**src/qdfd_pkg.sv**
```systemverilog
// Purpose: shared constants and types of the quad driver fault diagnostics
// Assumes: 4 channels, 4 fault kinds, 16 bit diagnostic word
// Notes:   diag bit index is channel * 4 + fault kind
// Overview of operation
// - each channel command switches its own output
// - chip select and resetn active low, other controls active high
// - serial clock rising edge, positive data logic
// - one enable gates all drives and filters
// - four fault kinds detected on every channel
// - faults must persist a preset cycle count
// - thermal shutdown sets its bit unfiltered
// - sixteen bit diagnostic word read serially
// - undervoltage reset forces all outputs off
// - overcurrent latches off until command retoggled; undervoltage reset also clears the latch
package qdfd_pkg;
  localparam int NCH    = 4;
  localparam int NKIND  = 4;
  localparam int DIAG_W = 16;

  localparam int KIND_GND    = 0;
  localparam int KIND_SUPPLY = 1;
  localparam int KIND_OPEN   = 2;
  localparam int KIND_THERM  = 3;

  localparam logic [7:0] OFS_DIAG     = 8'h00;
  localparam logic [7:0] OFS_IRQ_STAT = 8'h04;
  localparam logic [7:0] OFS_IRQ_CLR  = 8'h08;
  localparam logic [7:0] OFS_IRQ_EN   = 8'h0C;
  localparam logic [7:0] OFS_RX_WORD  = 8'h10;

  localparam logic [15:0] RST_DIAG    = 16'h0000;
  localparam logic [15:0] RST_IRQ     = 16'h0000;
  localparam logic [3:0]  RST_DRIVE   = 4'h0;

  localparam int FILT_LEN_DEF = 8;
  localparam int SYNC_W       = 29;

  typedef enum logic [1:0] {
    SER_IDLE  = 2'b00,
    SER_SHIFT = 2'b01
  } qdfd_ser_e;

  function automatic int diag_idx(input int ch, input int kind);
    return ch * NKIND + kind;
  endfunction
endpackage

```
**src/qdfd_ser_if.sv**
```systemverilog
// Purpose: link between the top and the serial shifter
// Assumes: all signals on core_clk, inputs already synchronised
// Notes:   cs_fall and cs_rise and sclk_rise are one-cycle pulses
interface qdfd_ser_if;
  logic        cs_fall;
  logic        cs_rise;
  logic        sclk_rise;
  logic        rx_bit;
  logic [15:0] load_word;
  logic        tx_bit;
  logic        active;
  logic [15:0] rx_word;
  modport ctl (output cs_fall, cs_rise, sclk_rise, rx_bit, load_word,
               input tx_bit, active, rx_word);
  modport ser (input cs_fall, cs_rise, sclk_rise, rx_bit, load_word,
               output tx_bit, active, rx_word);
endinterface

```
**src/qdfd_persist_filter.sv**
```systemverilog
// Purpose: persistence filter for one fault comparator
// Assumes: fault_in synchronised to clk
// Notes:   hit rises once LEN consecutive samples were high
module qdfd_persist_filter #(
  parameter int LEN = qdfd_pkg::FILT_LEN_DEF
) (
  input  wire logic clk,
  input  wire logic resetn,
  input  wire logic run,
  input  wire logic fault_in,
  output logic      hit
);
  logic [LEN-1:0] shift_q;
  logic [LEN-1:0] shift_d;

  if (LEN < 2) begin : g_chk
    $error("filter length must be at least 2");
  end

  always_comb begin
    // filter held cleared while the enable is low
    shift_d = run ? {shift_q[LEN-2:0], fault_in} : '0;
  end

  always_ff @(posedge clk or negedge resetn) begin
    if (!resetn) begin
      shift_q <= '0;
    end else begin
      shift_q <= shift_d;
    end
  end

  assign hit = &shift_q;
endmodule

```
**src/qdfd_serial_shift.sv**
```systemverilog
// Purpose: 16 bit serial readout shifter
// Assumes: strobes from qdfd_ser_if, already edge detected
// Notes:   msb first; shifts on each serial clock rising edge
module qdfd_serial_shift #(
  parameter int W = qdfd_pkg::DIAG_W
) (
  input  wire logic  clk,
  input  wire logic  resetn,
  qdfd_ser_if.ser    sif
);
  qdfd_pkg::qdfd_ser_e state_q;
  qdfd_pkg::qdfd_ser_e state_d;
  logic [W-1:0]        shift_q;
  logic [W-1:0]        shift_d;
  logic [W-1:0]        rxw_q;
  logic [W-1:0]        rxw_d;

  if (W != 16) begin : g_chk
    $error("serial word must be 16 bits");
  end

  always_comb begin
    state_d = state_q;
    shift_d = shift_q;
    rxw_d   = rxw_q;
    unique case (state_q)
      qdfd_pkg::SER_IDLE: begin
        if (sif.cs_fall) begin
          state_d = qdfd_pkg::SER_SHIFT;
          shift_d = sif.load_word;
        end
      end
      qdfd_pkg::SER_SHIFT: begin
        if (sif.cs_rise) begin
          state_d = qdfd_pkg::SER_IDLE;
          rxw_d   = shift_q;
        end else if (sif.sclk_rise) begin
          shift_d = {shift_q[W-2:0], sif.rx_bit};
        end
      end
      default: state_d = qdfd_pkg::SER_IDLE;
    endcase
  end

  always_ff @(posedge clk or negedge resetn) begin
    if (!resetn) begin
      state_q <= qdfd_pkg::SER_IDLE;
      shift_q <= '0;
      rxw_q   <= '0;
    end else begin
      state_q <= state_d;
      shift_q <= shift_d;
      rxw_q   <= rxw_d;
    end
  end

  assign sif.tx_bit  = shift_q[W-1];
  assign sif.active  = (state_q == qdfd_pkg::SER_SHIFT);
  assign sif.rx_word = rxw_q;

  property p_cs_starts;
    @(posedge clk) disable iff (!resetn)
      (state_q == qdfd_pkg::SER_IDLE && sif.cs_fall) |=> (state_q == qdfd_pkg::SER_SHIFT);
  endproperty
  a_cs_starts: assert property (p_cs_starts) else $error("select did not start frame");

  property p_rise_shift;
    @(posedge clk) disable iff (!resetn)
      (state_q == qdfd_pkg::SER_SHIFT && sif.sclk_rise && !sif.cs_rise)
        |=> (shift_q[0] == $past(sif.rx_bit) && shift_q[W-1] == $past(shift_q[W-2]));
  endproperty
  a_rise_shift: assert property (p_rise_shift) else $error("no shift on clock rise");
endmodule

```
**src/qdfd_top.sv**
```systemverilog
// Purpose: quad low-side driver control with fault diagnostics
// Assumes: all pins except the bus and resetn asynchronous to core_clk; serial clock well below core_clk/6
// Notes:   diagnostic bits are sticky and clear when a readout starts
module qdfd_top #(
  parameter int FILT_LEN = qdfd_pkg::FILT_LEN_DEF
) (
  input  wire logic        core_clk,
  input  wire logic        resetn,
  input  wire logic        drive_cmd_one,
  input  wire logic        drive_cmd_two,
  input  wire logic        drive_cmd_three,
  input  wire logic        drive_cmd_four,
  input  wire logic        drive_enable,
  input  wire logic        undervolt_rst,
  input  wire logic [3:0]  gnd_short_cmp,
  input  wire logic [3:0]  supply_short_cmp,
  input  wire logic [3:0]  open_load_cmp,
  input  wire logic [3:0]  thermal_sd,
  input  wire logic [3:0]  overcurrent_det,
  input  wire logic        serial_cs_n,
  input  wire logic        serial_clk,
  input  wire logic        serial_rx_pin,
  output logic             serial_tx_pin_o,
  output logic             serial_tx_pin_oe,
  output logic [3:0]       out_drive,
  input  wire logic [7:0]  paddr,
  input  wire logic        psel,
  input  wire logic        penable,
  input  wire logic        pwrite,
  input  wire logic [31:0] pwdata,
  output logic [31:0]      prdata,
  output logic             pready,
  output logic             pslverr,
  output logic             irq
);
  localparam int NCH = qdfd_pkg::NCH;
  localparam int SW  = qdfd_pkg::SYNC_W;

  if (FILT_LEN < 2 || FILT_LEN > 64) begin : g_chk
    $error("FILT_LEN out of range");
  end

  // two-stage synchroniser on every driver, fault and serial pin, third stage for edges
  // select resets to its idle high level: no false select edge
  localparam logic [SW-1:0] SYNC_IDLE = SW'(3'h4);
  logic [SW-1:0] pin_raw;
  logic [SW-1:0] sync1_q;
  logic [SW-1:0] sync2_q;
  logic [2:0]    edge_q;

  assign pin_raw = {overcurrent_det, thermal_sd, open_load_cmp, supply_short_cmp,
                    gnd_short_cmp, drive_cmd_four, drive_cmd_three, drive_cmd_two,
                    drive_cmd_one, drive_enable, undervolt_rst,
                    serial_cs_n, serial_clk, serial_rx_pin};

  always_ff @(posedge core_clk or negedge resetn) begin
    if (!resetn) begin
      sync1_q <= SYNC_IDLE;
      sync2_q <= SYNC_IDLE;
      edge_q  <= 3'h4;
    end else begin
      sync1_q <= pin_raw;
      sync2_q <= sync1_q;
      edge_q  <= sync2_q[2:0];
    end
  end

  logic       rx_s;
  logic       sclk_s;
  logic       cs_n_s;
  logic       uv_s;
  logic       en_s;
  logic [3:0] cmd_s;
  logic [3:0] gnd_s;
  logic [3:0] sup_s;
  logic [3:0] open_s;
  logic [3:0] therm_s;
  logic [3:0] oc_s;

  assign rx_s    = sync2_q[0];
  assign sclk_s  = sync2_q[1];
  assign cs_n_s  = sync2_q[2];
  assign uv_s    = sync2_q[3];
  assign en_s    = sync2_q[4];
  assign cmd_s   = sync2_q[8:5];
  assign gnd_s   = sync2_q[12:9];
  assign sup_s   = sync2_q[16:13];
  assign open_s  = sync2_q[20:17];
  assign therm_s = sync2_q[24:21];
  assign oc_s    = sync2_q[28:25];

  // serial readout
  qdfd_ser_if sif ();

  logic [15:0] diag_q;
  logic [15:0] diag_d;
  logic [15:0] set_vec;

  assign sif.cs_fall   = edge_q[2] && !cs_n_s;
  assign sif.cs_rise   = !edge_q[2] && cs_n_s;
  assign sif.sclk_rise = !edge_q[1] && sclk_s && !cs_n_s;
  assign sif.rx_bit    = rx_s;
  assign sif.load_word = diag_q | set_vec;

  qdfd_serial_shift #(
    .W (qdfd_pkg::DIAG_W)
  ) u_ser (
    .clk    (core_clk),
    .resetn (resetn),
    .sif    (sif)
  );

  // released while deselected
  assign serial_tx_pin_o  = sif.tx_bit;
  assign serial_tx_pin_oe = sif.active && !cs_n_s;

  // fault filters: ground, supply, open per channel
  logic [3:0] hit_gnd;
  logic [3:0] hit_sup;
  logic [3:0] hit_open;

  for (genvar c = 0; c < NCH; c++) begin : g_ch
    qdfd_persist_filter #(.LEN(FILT_LEN)) u_fg (
      .clk (core_clk), .resetn (resetn), .run (en_s), .fault_in (gnd_s[c]),
      .hit (hit_gnd[c]));
    qdfd_persist_filter #(.LEN(FILT_LEN)) u_fs (
      .clk (core_clk), .resetn (resetn), .run (en_s), .fault_in (sup_s[c]),
      .hit (hit_sup[c]));
    qdfd_persist_filter #(.LEN(FILT_LEN)) u_fo (
      .clk (core_clk), .resetn (resetn), .run (en_s), .fault_in (open_s[c]),
      .hit (hit_open[c]));
  end

  always_comb begin
    set_vec = '0;
    for (int c = 0; c < NCH; c++) begin
      set_vec[qdfd_pkg::diag_idx(c, qdfd_pkg::KIND_GND)]    = hit_gnd[c];
      set_vec[qdfd_pkg::diag_idx(c, qdfd_pkg::KIND_SUPPLY)] = hit_sup[c];
      set_vec[qdfd_pkg::diag_idx(c, qdfd_pkg::KIND_OPEN)]   = hit_open[c];
      set_vec[qdfd_pkg::diag_idx(c, qdfd_pkg::KIND_THERM)]  = therm_s[c];
    end
  end

  // sticky diag bits, cleared on readout start, set wins
  always_comb begin
    diag_d = sif.cs_fall ? set_vec : (diag_q | set_vec);
  end

  // drive stage with overcurrent latch
  logic [3:0] oc_lat_q;
  logic [3:0] oc_lat_d;
  logic [3:0] drive_q;
  logic [3:0] drive_d;

  always_comb begin
    for (int c = 0; c < NCH; c++) begin
      if (uv_s) begin
        oc_lat_d[c] = 1'b0;
      end else if (oc_s[c]) begin
        oc_lat_d[c] = 1'b1;
      end else if (!cmd_s[c]) begin
        oc_lat_d[c] = 1'b0;
      end else begin
        oc_lat_d[c] = oc_lat_q[c];
      end
    end
    drive_d = (uv_s || !en_s) ? qdfd_pkg::RST_DRIVE : (cmd_s & ~oc_lat_d);
  end

  assign out_drive = drive_q;

  // register bus and interrupt state
  logic [15:0] stat_q;
  logic [15:0] stat_d;
  logic [15:0] irqen_q;
  logic [15:0] irqen_d;
  logic [31:0] prdata_q;
  logic [31:0] prdata_d;
  logic        err_q;
  logic        err_d;
  logic [15:0] new_set;
  logic        wr_acc;
  logic        setup;
  logic        mapped;

  assign setup   = psel && !penable;
  assign wr_acc  = psel && penable && pwrite;
  assign new_set = set_vec & ~diag_q;

  function automatic logic is_mapped(input logic [7:0] a, input logic wr);
    unique case (a)
      qdfd_pkg::OFS_DIAG, qdfd_pkg::OFS_IRQ_STAT,
      qdfd_pkg::OFS_RX_WORD: return !wr;
      qdfd_pkg::OFS_IRQ_CLR: return wr;
      qdfd_pkg::OFS_IRQ_EN:  return 1'b1;
      default:               return 1'b0;
    endcase
  endfunction

  assign mapped = is_mapped(paddr, pwrite);

  always_comb begin
    logic [15:0] clr;
    clr      = '0;
    irqen_d  = irqen_q;
    prdata_d = prdata_q;
    err_d    = err_q;
    if (wr_acc && mapped && paddr == qdfd_pkg::OFS_IRQ_CLR) begin
      clr = pwdata[15:0];
    end
    if (wr_acc && mapped && paddr == qdfd_pkg::OFS_IRQ_EN) begin
      irqen_d = pwdata[15:0];
    end
    // event arriving with its clear is kept
    stat_d = (stat_q & ~clr) | new_set;
    if (setup) begin
      err_d    = !mapped;
      prdata_d = '0;
      if (!pwrite) begin
        unique case (paddr)
          qdfd_pkg::OFS_DIAG:     prdata_d = {16'h0000, diag_q};
          qdfd_pkg::OFS_IRQ_STAT: prdata_d = {16'h0000, stat_q};
          qdfd_pkg::OFS_IRQ_EN:   prdata_d = {16'h0000, irqen_q};
          qdfd_pkg::OFS_RX_WORD:  prdata_d = {16'h0000, sif.rx_word};
          default:                prdata_d = '0;
        endcase
      end
    end
  end

  always_ff @(posedge core_clk or negedge resetn) begin
    if (!resetn) begin
      diag_q   <= qdfd_pkg::RST_DIAG;
      oc_lat_q <= '0;
      drive_q  <= qdfd_pkg::RST_DRIVE;
      stat_q   <= qdfd_pkg::RST_IRQ;
      irqen_q  <= qdfd_pkg::RST_IRQ;
      prdata_q <= '0;
      err_q    <= 1'b0;
    end else begin
      diag_q   <= diag_d;
      oc_lat_q <= oc_lat_d;
      drive_q  <= drive_d;
      stat_q   <= stat_d;
      irqen_q  <= irqen_d;
      prdata_q <= prdata_d;
      err_q    <= err_d;
    end
  end

  assign prdata  = prdata_q;
  assign pready  = 1'b1;
  assign pslverr = psel && penable && err_q;
  assign irq     = |(stat_q & irqen_q);

  // checks
  property p_en_off;
    @(posedge core_clk) disable iff (!resetn)
      !en_s |=> (out_drive == 4'h0 && !(|(hit_gnd | hit_sup | hit_open)));
  endproperty
  a_en_off: assert property (p_en_off) else $error("drive or filter active while disabled");

  property p_uv_off;
    @(posedge core_clk) disable iff (!resetn)
      uv_s |=> (out_drive == 4'h0);
  endproperty
  a_uv_off: assert property (p_uv_off) else $error("output on during undervoltage");

  property p_cmd_on;
    @(posedge core_clk) disable iff (!resetn)
      (en_s && !uv_s && cmd_s[0] && !oc_s[0] && !oc_lat_q[0]) |=> out_drive[0];
  endproperty
  a_cmd_on: assert property (p_cmd_on) else $error("channel not switched on");

  property p_oc_hold;
    @(posedge core_clk) disable iff (!resetn)
      (oc_lat_q[1] && cmd_s[1] && !uv_s) |=> (oc_lat_q[1] && !out_drive[1]);
  endproperty
  a_oc_hold: assert property (p_oc_hold) else $error("overcurrent latch released early");

  property p_therm_direct;
    @(posedge core_clk) disable iff (!resetn)
      therm_s[2] |=> diag_q[qdfd_pkg::diag_idx(2, qdfd_pkg::KIND_THERM)];
  endproperty
  a_therm_direct: assert property (p_therm_direct) else $error("thermal bit not set");

  property p_filter_gap;
    @(posedge core_clk) disable iff (!resetn)
      (en_s && !gnd_s[3]) |=> !hit_gnd[3];
  endproperty
  a_filter_gap: assert property (p_filter_gap) else $error("filter hit without fault");

  property p_desel_keep;
    @(posedge core_clk) disable iff (!resetn)
      (cs_n_s && edge_q[2]) |=> ((diag_q & $past(diag_q)) == $past(diag_q));
  endproperty
  a_desel_keep: assert property (p_desel_keep) else $error("diag lost while deselected");

  property p_desel_release;
    @(posedge core_clk) disable iff (!resetn)
      cs_n_s |-> !serial_tx_pin_oe ##1 !sif.active;
  endproperty
  a_desel_release: assert property (p_desel_release) else $error("output driven while deselected");

  property p_irq_raise;
    @(posedge core_clk) disable iff (!resetn)
      (|(new_set & irqen_q) && !wr_acc) |=> irq;
  endproperty
  a_irq_raise: assert property (p_irq_raise) else $error("interrupt not raised");

  property p_gnd_bit;
    @(posedge core_clk) disable iff (!resetn)
      hit_gnd[1] |=> diag_q[qdfd_pkg::diag_idx(1, qdfd_pkg::KIND_GND)];
  endproperty
  a_gnd_bit: assert property (p_gnd_bit) else $error("ground short bit not set");
endmodule
```
**config.mk**
```make
export PLATFORM = sky130hd
export DESIGN_NAME = qdfd_top
export DESIGN_NICKNAME = d
export VERILOG_FILES = /design/src/qdfd_pkg.sv /design/src/qdfd_ser_if.sv /design/src/qdfd_persist_filter.sv /design/src/qdfd_serial_shift.sv /design/src/qdfd_top.sv
export SDC_FILE = /design/constraint.sdc
export NUM_CORES = 1
export LEC_CHECK = 0
export BUFFER_PORTS_ARGS = -buffer_cell sky130_fd_sc_hd__buf_4
export CORE_MARGIN = 3
export CORE_UTILIZATION = 58
export CTS_CLUSTER_DIAMETER = 120
export CTS_CLUSTER_SIZE = 24
export DETAILED_ROUTE_END_ITERATION = 10
export PLACE_DENSITY = 0.91
export SYNTH_ARGS = -nofsm -noshare
export SYNTH_HDL_FRONTEND = slang
export SYNTH_HIERARCHICAL = 1
export SYNTH_SLANG_ARGS = --single-unit
```
**constraint.sdc**
```tcl
create_clock -name core_clk -period 2.2 [get_ports core_clk]
set_input_delay 0.44 -clock core_clk [delete_from_list [all_inputs] [get_ports core_clk]]
set_output_delay 0.44 -clock core_clk [all_outputs]
set_load 0.05 [all_outputs]
```
# Word-level counts from Yosys, hierarchy flattened
# Index checks and enable logic that the tools add are counted.
word_totals:
  input_bits: 74
  word_cells: 120
  register_bits: 280
op_classes:
  eq_ne: 9
  bitwise_logic: 9
  n_reduce_logical: 40
  muxes: 37
ops:
  columns: ["cell", "count"]
  rows:
  - ["2-to-1 mux 16 bit", 6]
  - ["2-to-1 mux 8 bit", 12]
  - ["AND reduction 8 bit", 12]
  - ["one-hot mux 16 bit (4 select lines)", 1]
  - ["bitwise AND 16 bit", 3]
  - ["NOT 16 bit", 2]
  - ["OR 16 bit", 2]
  - ["one-hot mux 16 bit (2 select lines)", 1]
  - ["== test 8 x 4 -> 1 bit, second input constant", 2]
  - ["OR reduction 16 bit", 1]
  - ["logical AND 1 bit", 12]
  - ["2-to-1 mux 1 bit", 12]
  - ["== test 8 x 3 -> 1 bit, second input constant", 1]
  - ["== test 8 x 5 -> 1 bit, second input constant", 1]
  - ["logical NOT 8 bit", 1]
  - ["!= test 2 bit, second input constant", 4]
  - ["logical NOT 1 bit", 7]
  - ["bitwise AND 4 bit", 1]
  - ["2-to-1 mux 2 bit", 2]
  - ["2-to-1 mux 4 bit", 1]
  - ["NOT 4 bit", 1]
  - ["one-hot mux 2 bit (2 select lines)", 1]
  - ["AND reduction 2 bit", 2]
  - ["AND reduction 4 bit", 1]
  - ["6 further kinds", 6]

# Longest topological paths before layout
# Gate-level depths: netlist (run 1).
depth:
  word_depth: 9
  depth_mapped: 8
  depth_no_buf: 5

# Cells and area by module
# Netlist (run 1), hierarchy kept.
by_module_without_submodules:
  columns: ["mod", "instances", "area_per_inst_um2", "cells_per_inst"]
  rows:
  - ["qdfd_top", 1, 5063.6, 382]
  - ["qdfd_persist_filter", 12, 266.5, 19]
  - ["qdfd_serial_shift", 1, 1796.7, 128]

# Worst setup path before layout (run 1)
# No wires, ideal clock.
synth_timing:
  kind: "register to register"
  start: "reg sync2_q[2]"
  end: "reg u_ser.shift_q[10]"
  t_arrival_ns: 1.846
  slack_ns: 0.258
  path_stages_with_launch: 8
  path_buffers: 3
  cell_sequence: "dfstp_2 -> nand2b_1 -> clkbuf_1 -> clkbuf_1 -> inv_1 -> clkbuf_1 -> nor3b_1 -> a311oi_2"
synth_via:
  elab_chain_cells: 4
synth_rtl:
  columns: ["item", "line", "source"]
  rows:
  - ["start: declaration", "qdfd_top.sv:48", "logic [SW-1:0] sync2_q;"]
  - ["start signal: assignment", "qdfd_top.sv:63", "sync2_q <= sync1_q;"]
  - ["logical NOT 1 bit", "qdfd_top.sv:99", "assign sif.cs_fall = edge_q[2] && !cs_n_s;"]
  - ["logical AND 1 bit", "qdfd_top.sv:99", null]
  - ["via sif.cs_fall", "qdfd_ser_if.sv:5", "logic cs_fall;"]
  - ["!= test 2 bit (no source line)", null, null]
  - ["AND reduction 4 bit (no source line)", null, null]
  - ["end signal: assignment", "qdfd_serial_shift.sv:52", "shift_q <= shift_d;"]
  - ["end: declaration", "qdfd_serial_shift.sv:13", "logic [W-1:0] shift_q;"]
# The timed path passes the listed nets, and every way through them passes these cells.
# A chain may end at the register's enable or synchronous reset.

# Final worst setup path (run 1)
layout_timing:
  start: "reg stat_q[1]"
  end: "out irq"
layout_via:
  elab_chain_cells: 2
layout_rtl:
  columns: ["item", "line", "source"]
  rows:
  - ["start: declaration", "qdfd_top.sv:173", "logic [15:0] stat_q;"]
  - ["start signal: assignment", "qdfd_top.sv:236", "stat_q <= qdfd_pkg::RST_IRQ;"]
  - ["start signal: assignment", "qdfd_top.sv:244", "stat_q <= stat_d;"]
  - ["bitwise AND 16 bit", "qdfd_top.sv:254", "assign irq = |(stat_q & irqen_q);"]
  - ["OR reduction 16 bit", "qdfd_top.sv:254", null]
  - ["end: declaration", "qdfd_top.sv:34", "output logic irq"]
# Every way passes these cells.

==> results of run 1 <==
==> area by class of cell <==
cell class | instances | area, um^2
flip-flops and latches | 262 | 6560
clock buffers | 21 | 408
inverters | 34 | 128
fillers | 1169 | 5350
well taps | 220 | 275
multi-input cells | 413 | 3140
repair buffers | 109 | 895
==> sequential cells by signal, indices dropped and copies added, names as in the netlist, 29 cells and up <==
name	cells
g_ch.u_fg/shift_q	32
g_ch.u_fo/shift_q	32
g_ch.u_fs/shift_q	32
sync1_q	29
sync2_q	29
==> metrics by stage <==
| stage | TNS [ns] | power [mW] | hold slack, ns |
|---|---|---|---|
| floorplan | 0 | 6.14 | 0.144 |
| global placement | 0 | 6.45 | 0.331 |
| detailed placement | 0 | 6.51 | 0.335 |
| CTS | -0.0341 | 9.25 | 0.0409 |
| global route | -0.0995 | 9.58 | 0.0334 |
| finish | -0.0542 | 9.17 | 0.0590 |
==> cells by family (layout without fill, tap and decap cells) <==
group	after synthesis	after routing
buffers and inverters	78	164
and+or+nand+nor	235	235
muxes	32	32
DFF	262	262
other	2	17
AOI/OAI and AO/OA	129	129
==> final timing paths <==
kind / startpoint / endpoint / slack (ns) / depth (start not counted)
worst max-delay path: stat_q[1] / irq / -0.05 / 4
worst min-delay path: thermal_sd[1] / sync1_q[22] / 0.06 / 1
worst max register to register: sync2_q[2] / u_ser/shift_q[13] / 0.38 / 3
worst min register to register: sync1_q[20] / sync2_q[20] / 0.35 / 0
max in group asynchronous: resetn / g_ch[2].u_fs/shift_q[5] / 1.01 / 3
min in group asynchronous: resetn / g_ch[1].u_fo/shift_q[6] / 0.50 / 2
==> what timing repair did <==
action / 4_1_cts / 5_1_grt
resized for setup: 5 / 0
pin swaps: 2 / 1
setup endpoints to repair: 1 / 1
hold buffers: 1 / 0
setup buffers: 5 / 2
endpoints found under the hold margin: 64 / 0
==> per-layer routing <==
layer  wire length, um  GRT usage  share of wire  up-vias
met3              1170     0.0299          0.059       53
met2             10000      0.366           0.50      218
li1                  -          -              -     2750
met4               524     0.0681          0.026        0
met1              8190      0.302           0.41     3108
met5                 0          0              0        -
==> synth_stat cells, types with 4 or more instances <==
master    number  area, um^2
nand2_1       18        67.6
a221oi_1       4        35.0
and2_1        96         601
a22oi_1       31         233
buf_6          6        67.6
inv_1         34         128
nand4_1       26         163
a311oi_2      14         210
mux2_2        23         259
o21ai_0        6        30.0
nor3b_1       18         135
nor4b_1        4        35.0
buf_4         18         135
clkbuf_1       8        30.0
a21oi_1        6        30.0
mux2_4         9         135
dfrtp_1      259        6480
or2_2         18         113
buf_2          4        20.0
nor2_1        18        67.6
a21o_1        16         120
a22o_1        36         315
o21ai_1       11        55.1
and4bb_1      13         163
==> power by group <==
| group | leakage [nW] | total, mW | switching (mW) | internal [mW] |
|---|---|---|---|---|
| clock | 0.198 | 2.74 | 1.44 | 1.29 |
| combinational | 1.97 | 0.998 | 0.504 | 0.493 |
| sequential | 3.36 | 5.44 | 0.257 | 5.18 |
==> impl_metrics.csv, run 1 <==
group,metric,value,unit
global_route,grt_pass1_wl,32600,um
synth,synthSimpleGateAreaFrac,0.158,
clocking,cts.sinks,262,
timing,fmax,0.444,GHz
final_layout,syn_to_final_growth,13.4,%
routing,ant_nets,0,
routing,wl_per_cell,18.8,um
global_route,track_usage,0.219,
synth,syn_inst,738,
synth,yosys_warnings,6,
synth,synth_edf_count,0,
pwr,power_density,804,nW/um^2
global_route,grt_pass1_vias,6216,
global_route,overflow,0,
routing,drt-total-wl,19900,um
clocking,clockBufferDepth,3,
synth,synth_top_family_by_area,"simple AND/OR/NAND/NOR gates",
routing,drt_iter0_drc,684,
timing,grt_setup_unrepaired,"yes",
clocking,clk_latency,0.48,ns
final_layout,antenna_cells,0,
routing,first_pass_iters,5,
clocking,path_clk_slew,0.09,ns
final_layout,drive_gt1_frac,0.250,
run,drv_cap,0,
timing,maxSlewViolCount,0,
floorplanning,ios,115,
routing,drc,0,
clocking,cts_max_level,1,
critical_path,critPathTopFamily,"compound AO/OA/AOI/OAI gates",
timing,slew_headroom,0.576,
critical_path,cp_slowest_cell,"dfrtp_1",
timing,min_period,2.25,ns
final_layout,fin_cells,1059,
synth,synth_compound_area_frac,0.107,
synth,synth_cell_type_count,51,
timing,fin_skew,0.0112,ns
final_layout,final_cell_mix,"dfrtp_1 (258), buf_4 (101), and2_1 (96)",
place,place_ws,0.235,ns
timing,setup_violations,1,
status,violations,"setup timing",
floorplanning,dieArea,19000,um^2
critical_path,crit_chain,"a22o_1, a221oi_2, nand4_1, buf_6",
synth,ys_async_sr_fraction,1.00,
critical_path,start_kind,"flip-flop",
critical_path,cp_num_buf_inv,1,
timing,fin_ws,-0.0542,ns
synth,synth_xor_area_frac,0,
synth,syn_area,10100,um^2
final_layout,layout_commonest_cell,"dfrtp_1",
min_path,worst_hold_path_type,"in -> reg",
global_route,grt_max_degree,96,
place,dp_hpwl,12900,um
final_layout,fin_util,0.681,
critical_path,cpPeakStageDelay,0.43,ns
routing,routed_via_density,5.79,
clocking,cts_tree,"yes",
place,numPortBuffers,81,
timing,hold_violations,0,
critical_path,crit_fanout,2,
final_layout,fin_area,11400,um^2
final_layout,nets,908,
status,status,"finished with violations",
pwr,leakagePower,5.52,nW
clocking,numCtsBuffers,14,
critical_path,cp.arrival,1.81,ns
place,gp_congestion,0.813,
pwr,ir_drop,852,uV
synth,synth-seq-cells,262,
critical_path,endpoint_kind,"output port",
place,dpl_cell_area,10900,um^2
timing,worst_pin_slew,0.634,ns
floorplanning,die_h,138,um
floorplanning,core_area,16800,um^2
global_route,antenna_found_initial,0,
place,place_inst,1030,
routing,vias,6129,
floorplanning,row_count,47,
synth,synth_adder_area_share,0,
synth,synth_flop_cell,"dfrtp_1",
floorplanning,fp.dieW,138,um
timing,period_share,1.02,
clocking,ctsRootBufferMaster,"clkbuf_16",
critical_path,required,1.76,ns
synth,synth-seq-area-share,0.652,
synth,muxShareOfSynthArea,0.0392,
floorplanning,start_util,0.600,
synth,synth_area_per_cell,13.6,um^2
critical_path,path_class,"reg -> out",
Power figures use the tool's default switching activity.
==> run 2, diff against run 1 <==
--- a/config.mk
+++ b/config.mk
@@ -7,6 +7,8 @@
 export LEC_CHECK = 0
 export BUFFER_PORTS_ARGS = -buffer_cell sky130_fd_sc_hd__buf_4
-export CORE_MARGIN = 3
-export CORE_UTILIZATION = 58
+export CELL_PAD_IN_SITES_DETAIL_PLACEMENT = 0
+export CELL_PAD_IN_SITES_GLOBAL_PLACEMENT = 1
+export CORE_MARGIN = 1
+export CORE_UTILIZATION = 48
 export CTS_CLUSTER_DIAMETER = 120
 export CTS_CLUSTER_SIZE = 24
==> constraint.sdc (replaced) <==
create_clock -name core_clk -period 2.2 [get_ports core_clk]
set_input_delay 0.22 -clock core_clk [delete_from_list [all_inputs] [get_ports core_clk]]
set_output_delay 0.22 -clock core_clk [all_outputs]
set_load 0.05 [all_outputs]
==> run 2 against run 1 <==
  * The flow now finishes without violations
  * Fmax increased by 4.0%
  * Via count fell by 0.34%
  * Global-route usage is 3.5 points lower
  * Setup slack better by 0.087 ns
  * Sequential cell count is the same
  * Non-clock buffer count is 35 higher
  * Sequential share of layout area fell by 1.9 points
  * Clock-buffer cell count shrank 1
  * Die area increased by 14%
==> impl_metrics.csv, run 2 (synthesis gave the netlist of run 1 again) <==
group,metric,value,unit
status,status,"complete, no violations",
critical_path,cpPeakStageDelay,0.46,ns
timing,period_share,0.985,
timing,worst_pin_slew,0.623,ns
pwr,ir_drop,551,uV
global_route,grt_pass1_vias,6202,
place,gp_congestion,0.832,
timing,maxSlewViolCount,0,
final_layout,antenna_cells,0,
global_route,gr-usage-met3,0.0280,
routing,routed_via_density,5.34,
routing,ant_nets,0,
routing,drt-total-wl,19100,um
critical_path,path_class,"reg -> out",
clocking,path_clk_slew,0.09,ns
global_route,met1_usage,0.273,
final_layout,reg_top3,"g_ch.u_fg/shift_q x32, g_ch.u_fo/shift_q x32, g_ch.u_fs/shift_q x32",
floorplanning,fp.dieW,147,um
clocking,clk_latency,0.48,ns
timing,fmax,0.462,GHz
timing,fin_skew,0.00631,ns
place,place_ws,0.418,ns
critical_path,cp.arrival,1.95,ns
global_route,track_usage,0.185,
final_layout,final_cell_mix,"dfrtp_1 (258), and2_1 (96), buf_4 (93)",
place,dp_hpwl,12200,um
pwr,leakagePower,5.64,nW
final_layout,syn_to_final_growth,17.3,%
final_layout,fin_util,0.580,
final_layout,fin_area,11800,um^2
timing,slew_headroom,0.585,
critical_path,cp_slowest_cell,"dfrtp_1",
global_route,grt_max_degree,75,
run,drv_cap,0,
critical_path,crit_fanout,3,
floorplanning,start_util,0.494,
timing,tns,0,ns
place,dpl_cell_area,10900,um^2
routing,first_pass_iters,4,
critical_path,cp_num_buf_inv,1,
routing,drc,0,
timing,grt_setup_unrepaired,"no",
routing,wl_per_cell,16.7,um
global_route,antenna_found_initial,0,
final_layout,layout_commonest_cell,"dfrtp_1",
global_route,grt_most_used_layer,"met2",
clocking,cts.sinks,262,
place,numPortBuffers,81,
floorplanning,core_area,20400,um^2
final_layout,drive_gt1_frac,0.225,
global_route,grt_pass1_wl,32000,um
clocking,cts_tree,"yes",
routing,drt_iter0_drc,384,
critical_path,required,1.98,ns
floorplanning,die_h,147,um
pwr,p_total,9.21,mW
critical_path,endpoint_kind,"output port",
critical_path,critPathTopFamily,"compound AO/OA/AOI/OAI gates",
timing,min_period,2.17,ns
floorplanning,dieArea,21500,um^2
clocking,numCtsBuffers,14,
global_route,overflow,0,
floorplanning,ios,115,
timing,fin_ws,0.0332,ns
critical_path,crit_chain,"a22o_1, a221oi_1, nand4_1, buf_4",
global_route,use_met2,0.289,
clocking,cts_max_level,1,
timing,setup_violations,0,
clocking,post_cts_buffers,0,
critical_path,start_kind,"flip-flop",
routing,vias,6108,
clocking,ctsRootBufferMaster,"clkbuf_16",
pwr,power_density,781,nW/um^2
timing,hold_violations,0,
floorplanning,row_count,52,
final_layout,nets,943,
clocking,clockBufferDepth,3,
min_path,worst_hold_path_type,"in -> reg",
## run 2: cell count changes in the layout (fill, tap and decap cells not counted), sizes merged
cell and change:
dlygate4sd3 +45, clkbuf -1, buf -10
## run 2: path summary, 6_finish.rpt
| check | start | end | slack, ns | cells past startpoint |
|---|---|---|---|---|
| worst max-delay path | stat_q[1] | irq | 0.03 | 4 |
| worst min-delay path | paddr[0] | err_q | 0.15 | 5 |
| worst max register to register | edge_q[2] | u_ser/shift_q[15] | 0.48 | 4 |
| worst min register to register | sync1_q[12] | sync2_q[12] | 0.35 | 0 |
| max in group asynchronous | resetn | stat_q[4] | 1.21 | 3 |
| min in group asynchronous | resetn | oc_lat_q[0] | 0.25 | 2 |
## run 2: metrics by stage
stage / hold slack [ns] / instances
2_1_floorplan: -0.0756 / 753
3_3_place_gp: 0.179 / 1077
3_5_place_dp: 0.187 / 1077
4_1_cts: 0.141 / 1143
5_1_grt: 0.183 / 1143
6_report: 0.148 / 1143
## run 2: layout make-up
cell class                      count  area, um^2
Fill cell                        1652        8560
Sequential cell                   262        6560
Multi-Input combinational cell    413        3120
Timing Repair Buffer              144        1250
Clock buffer                       20         404
Tap cell                          270         338
Inverter                           34         128
## run 2: worst register-to-register path, cell delays in order, from the launching register on
cell	delay, ns
dfstp_2	0.54
nand2b_1	0.06
inv_1	0.40
nand2b_4	0.28
a311oi_2	0.34
## run 2: where the power goes
group | switching (mW) | leakage, nW | internal (mW)
Sequential | 0.278 | 3.36 | 5.18
Clock | 1.44 | 0.197 | 1.29
Combinational | 0.495 | 2.09 | 0.540
## run 2: routing by layer
layer / part of all wire / up-vias / routed length (um)
met5: 0 / - / 0
met4: 0.018 / 0 / 350
li1: - / 2822 / -
met1: 0.47 / 3112 / 9000
met3: 0.048 / 21 / 923
met2: 0.46 / 153 / 8820
## run 2: what timing repair did
item | in CTS | in global routing
endpoints found under the setup margin | 0 | 0
hold buffers | 46 | 0
resized for setup | 0 | 0
endpoints found under the hold margin | 98 | 0
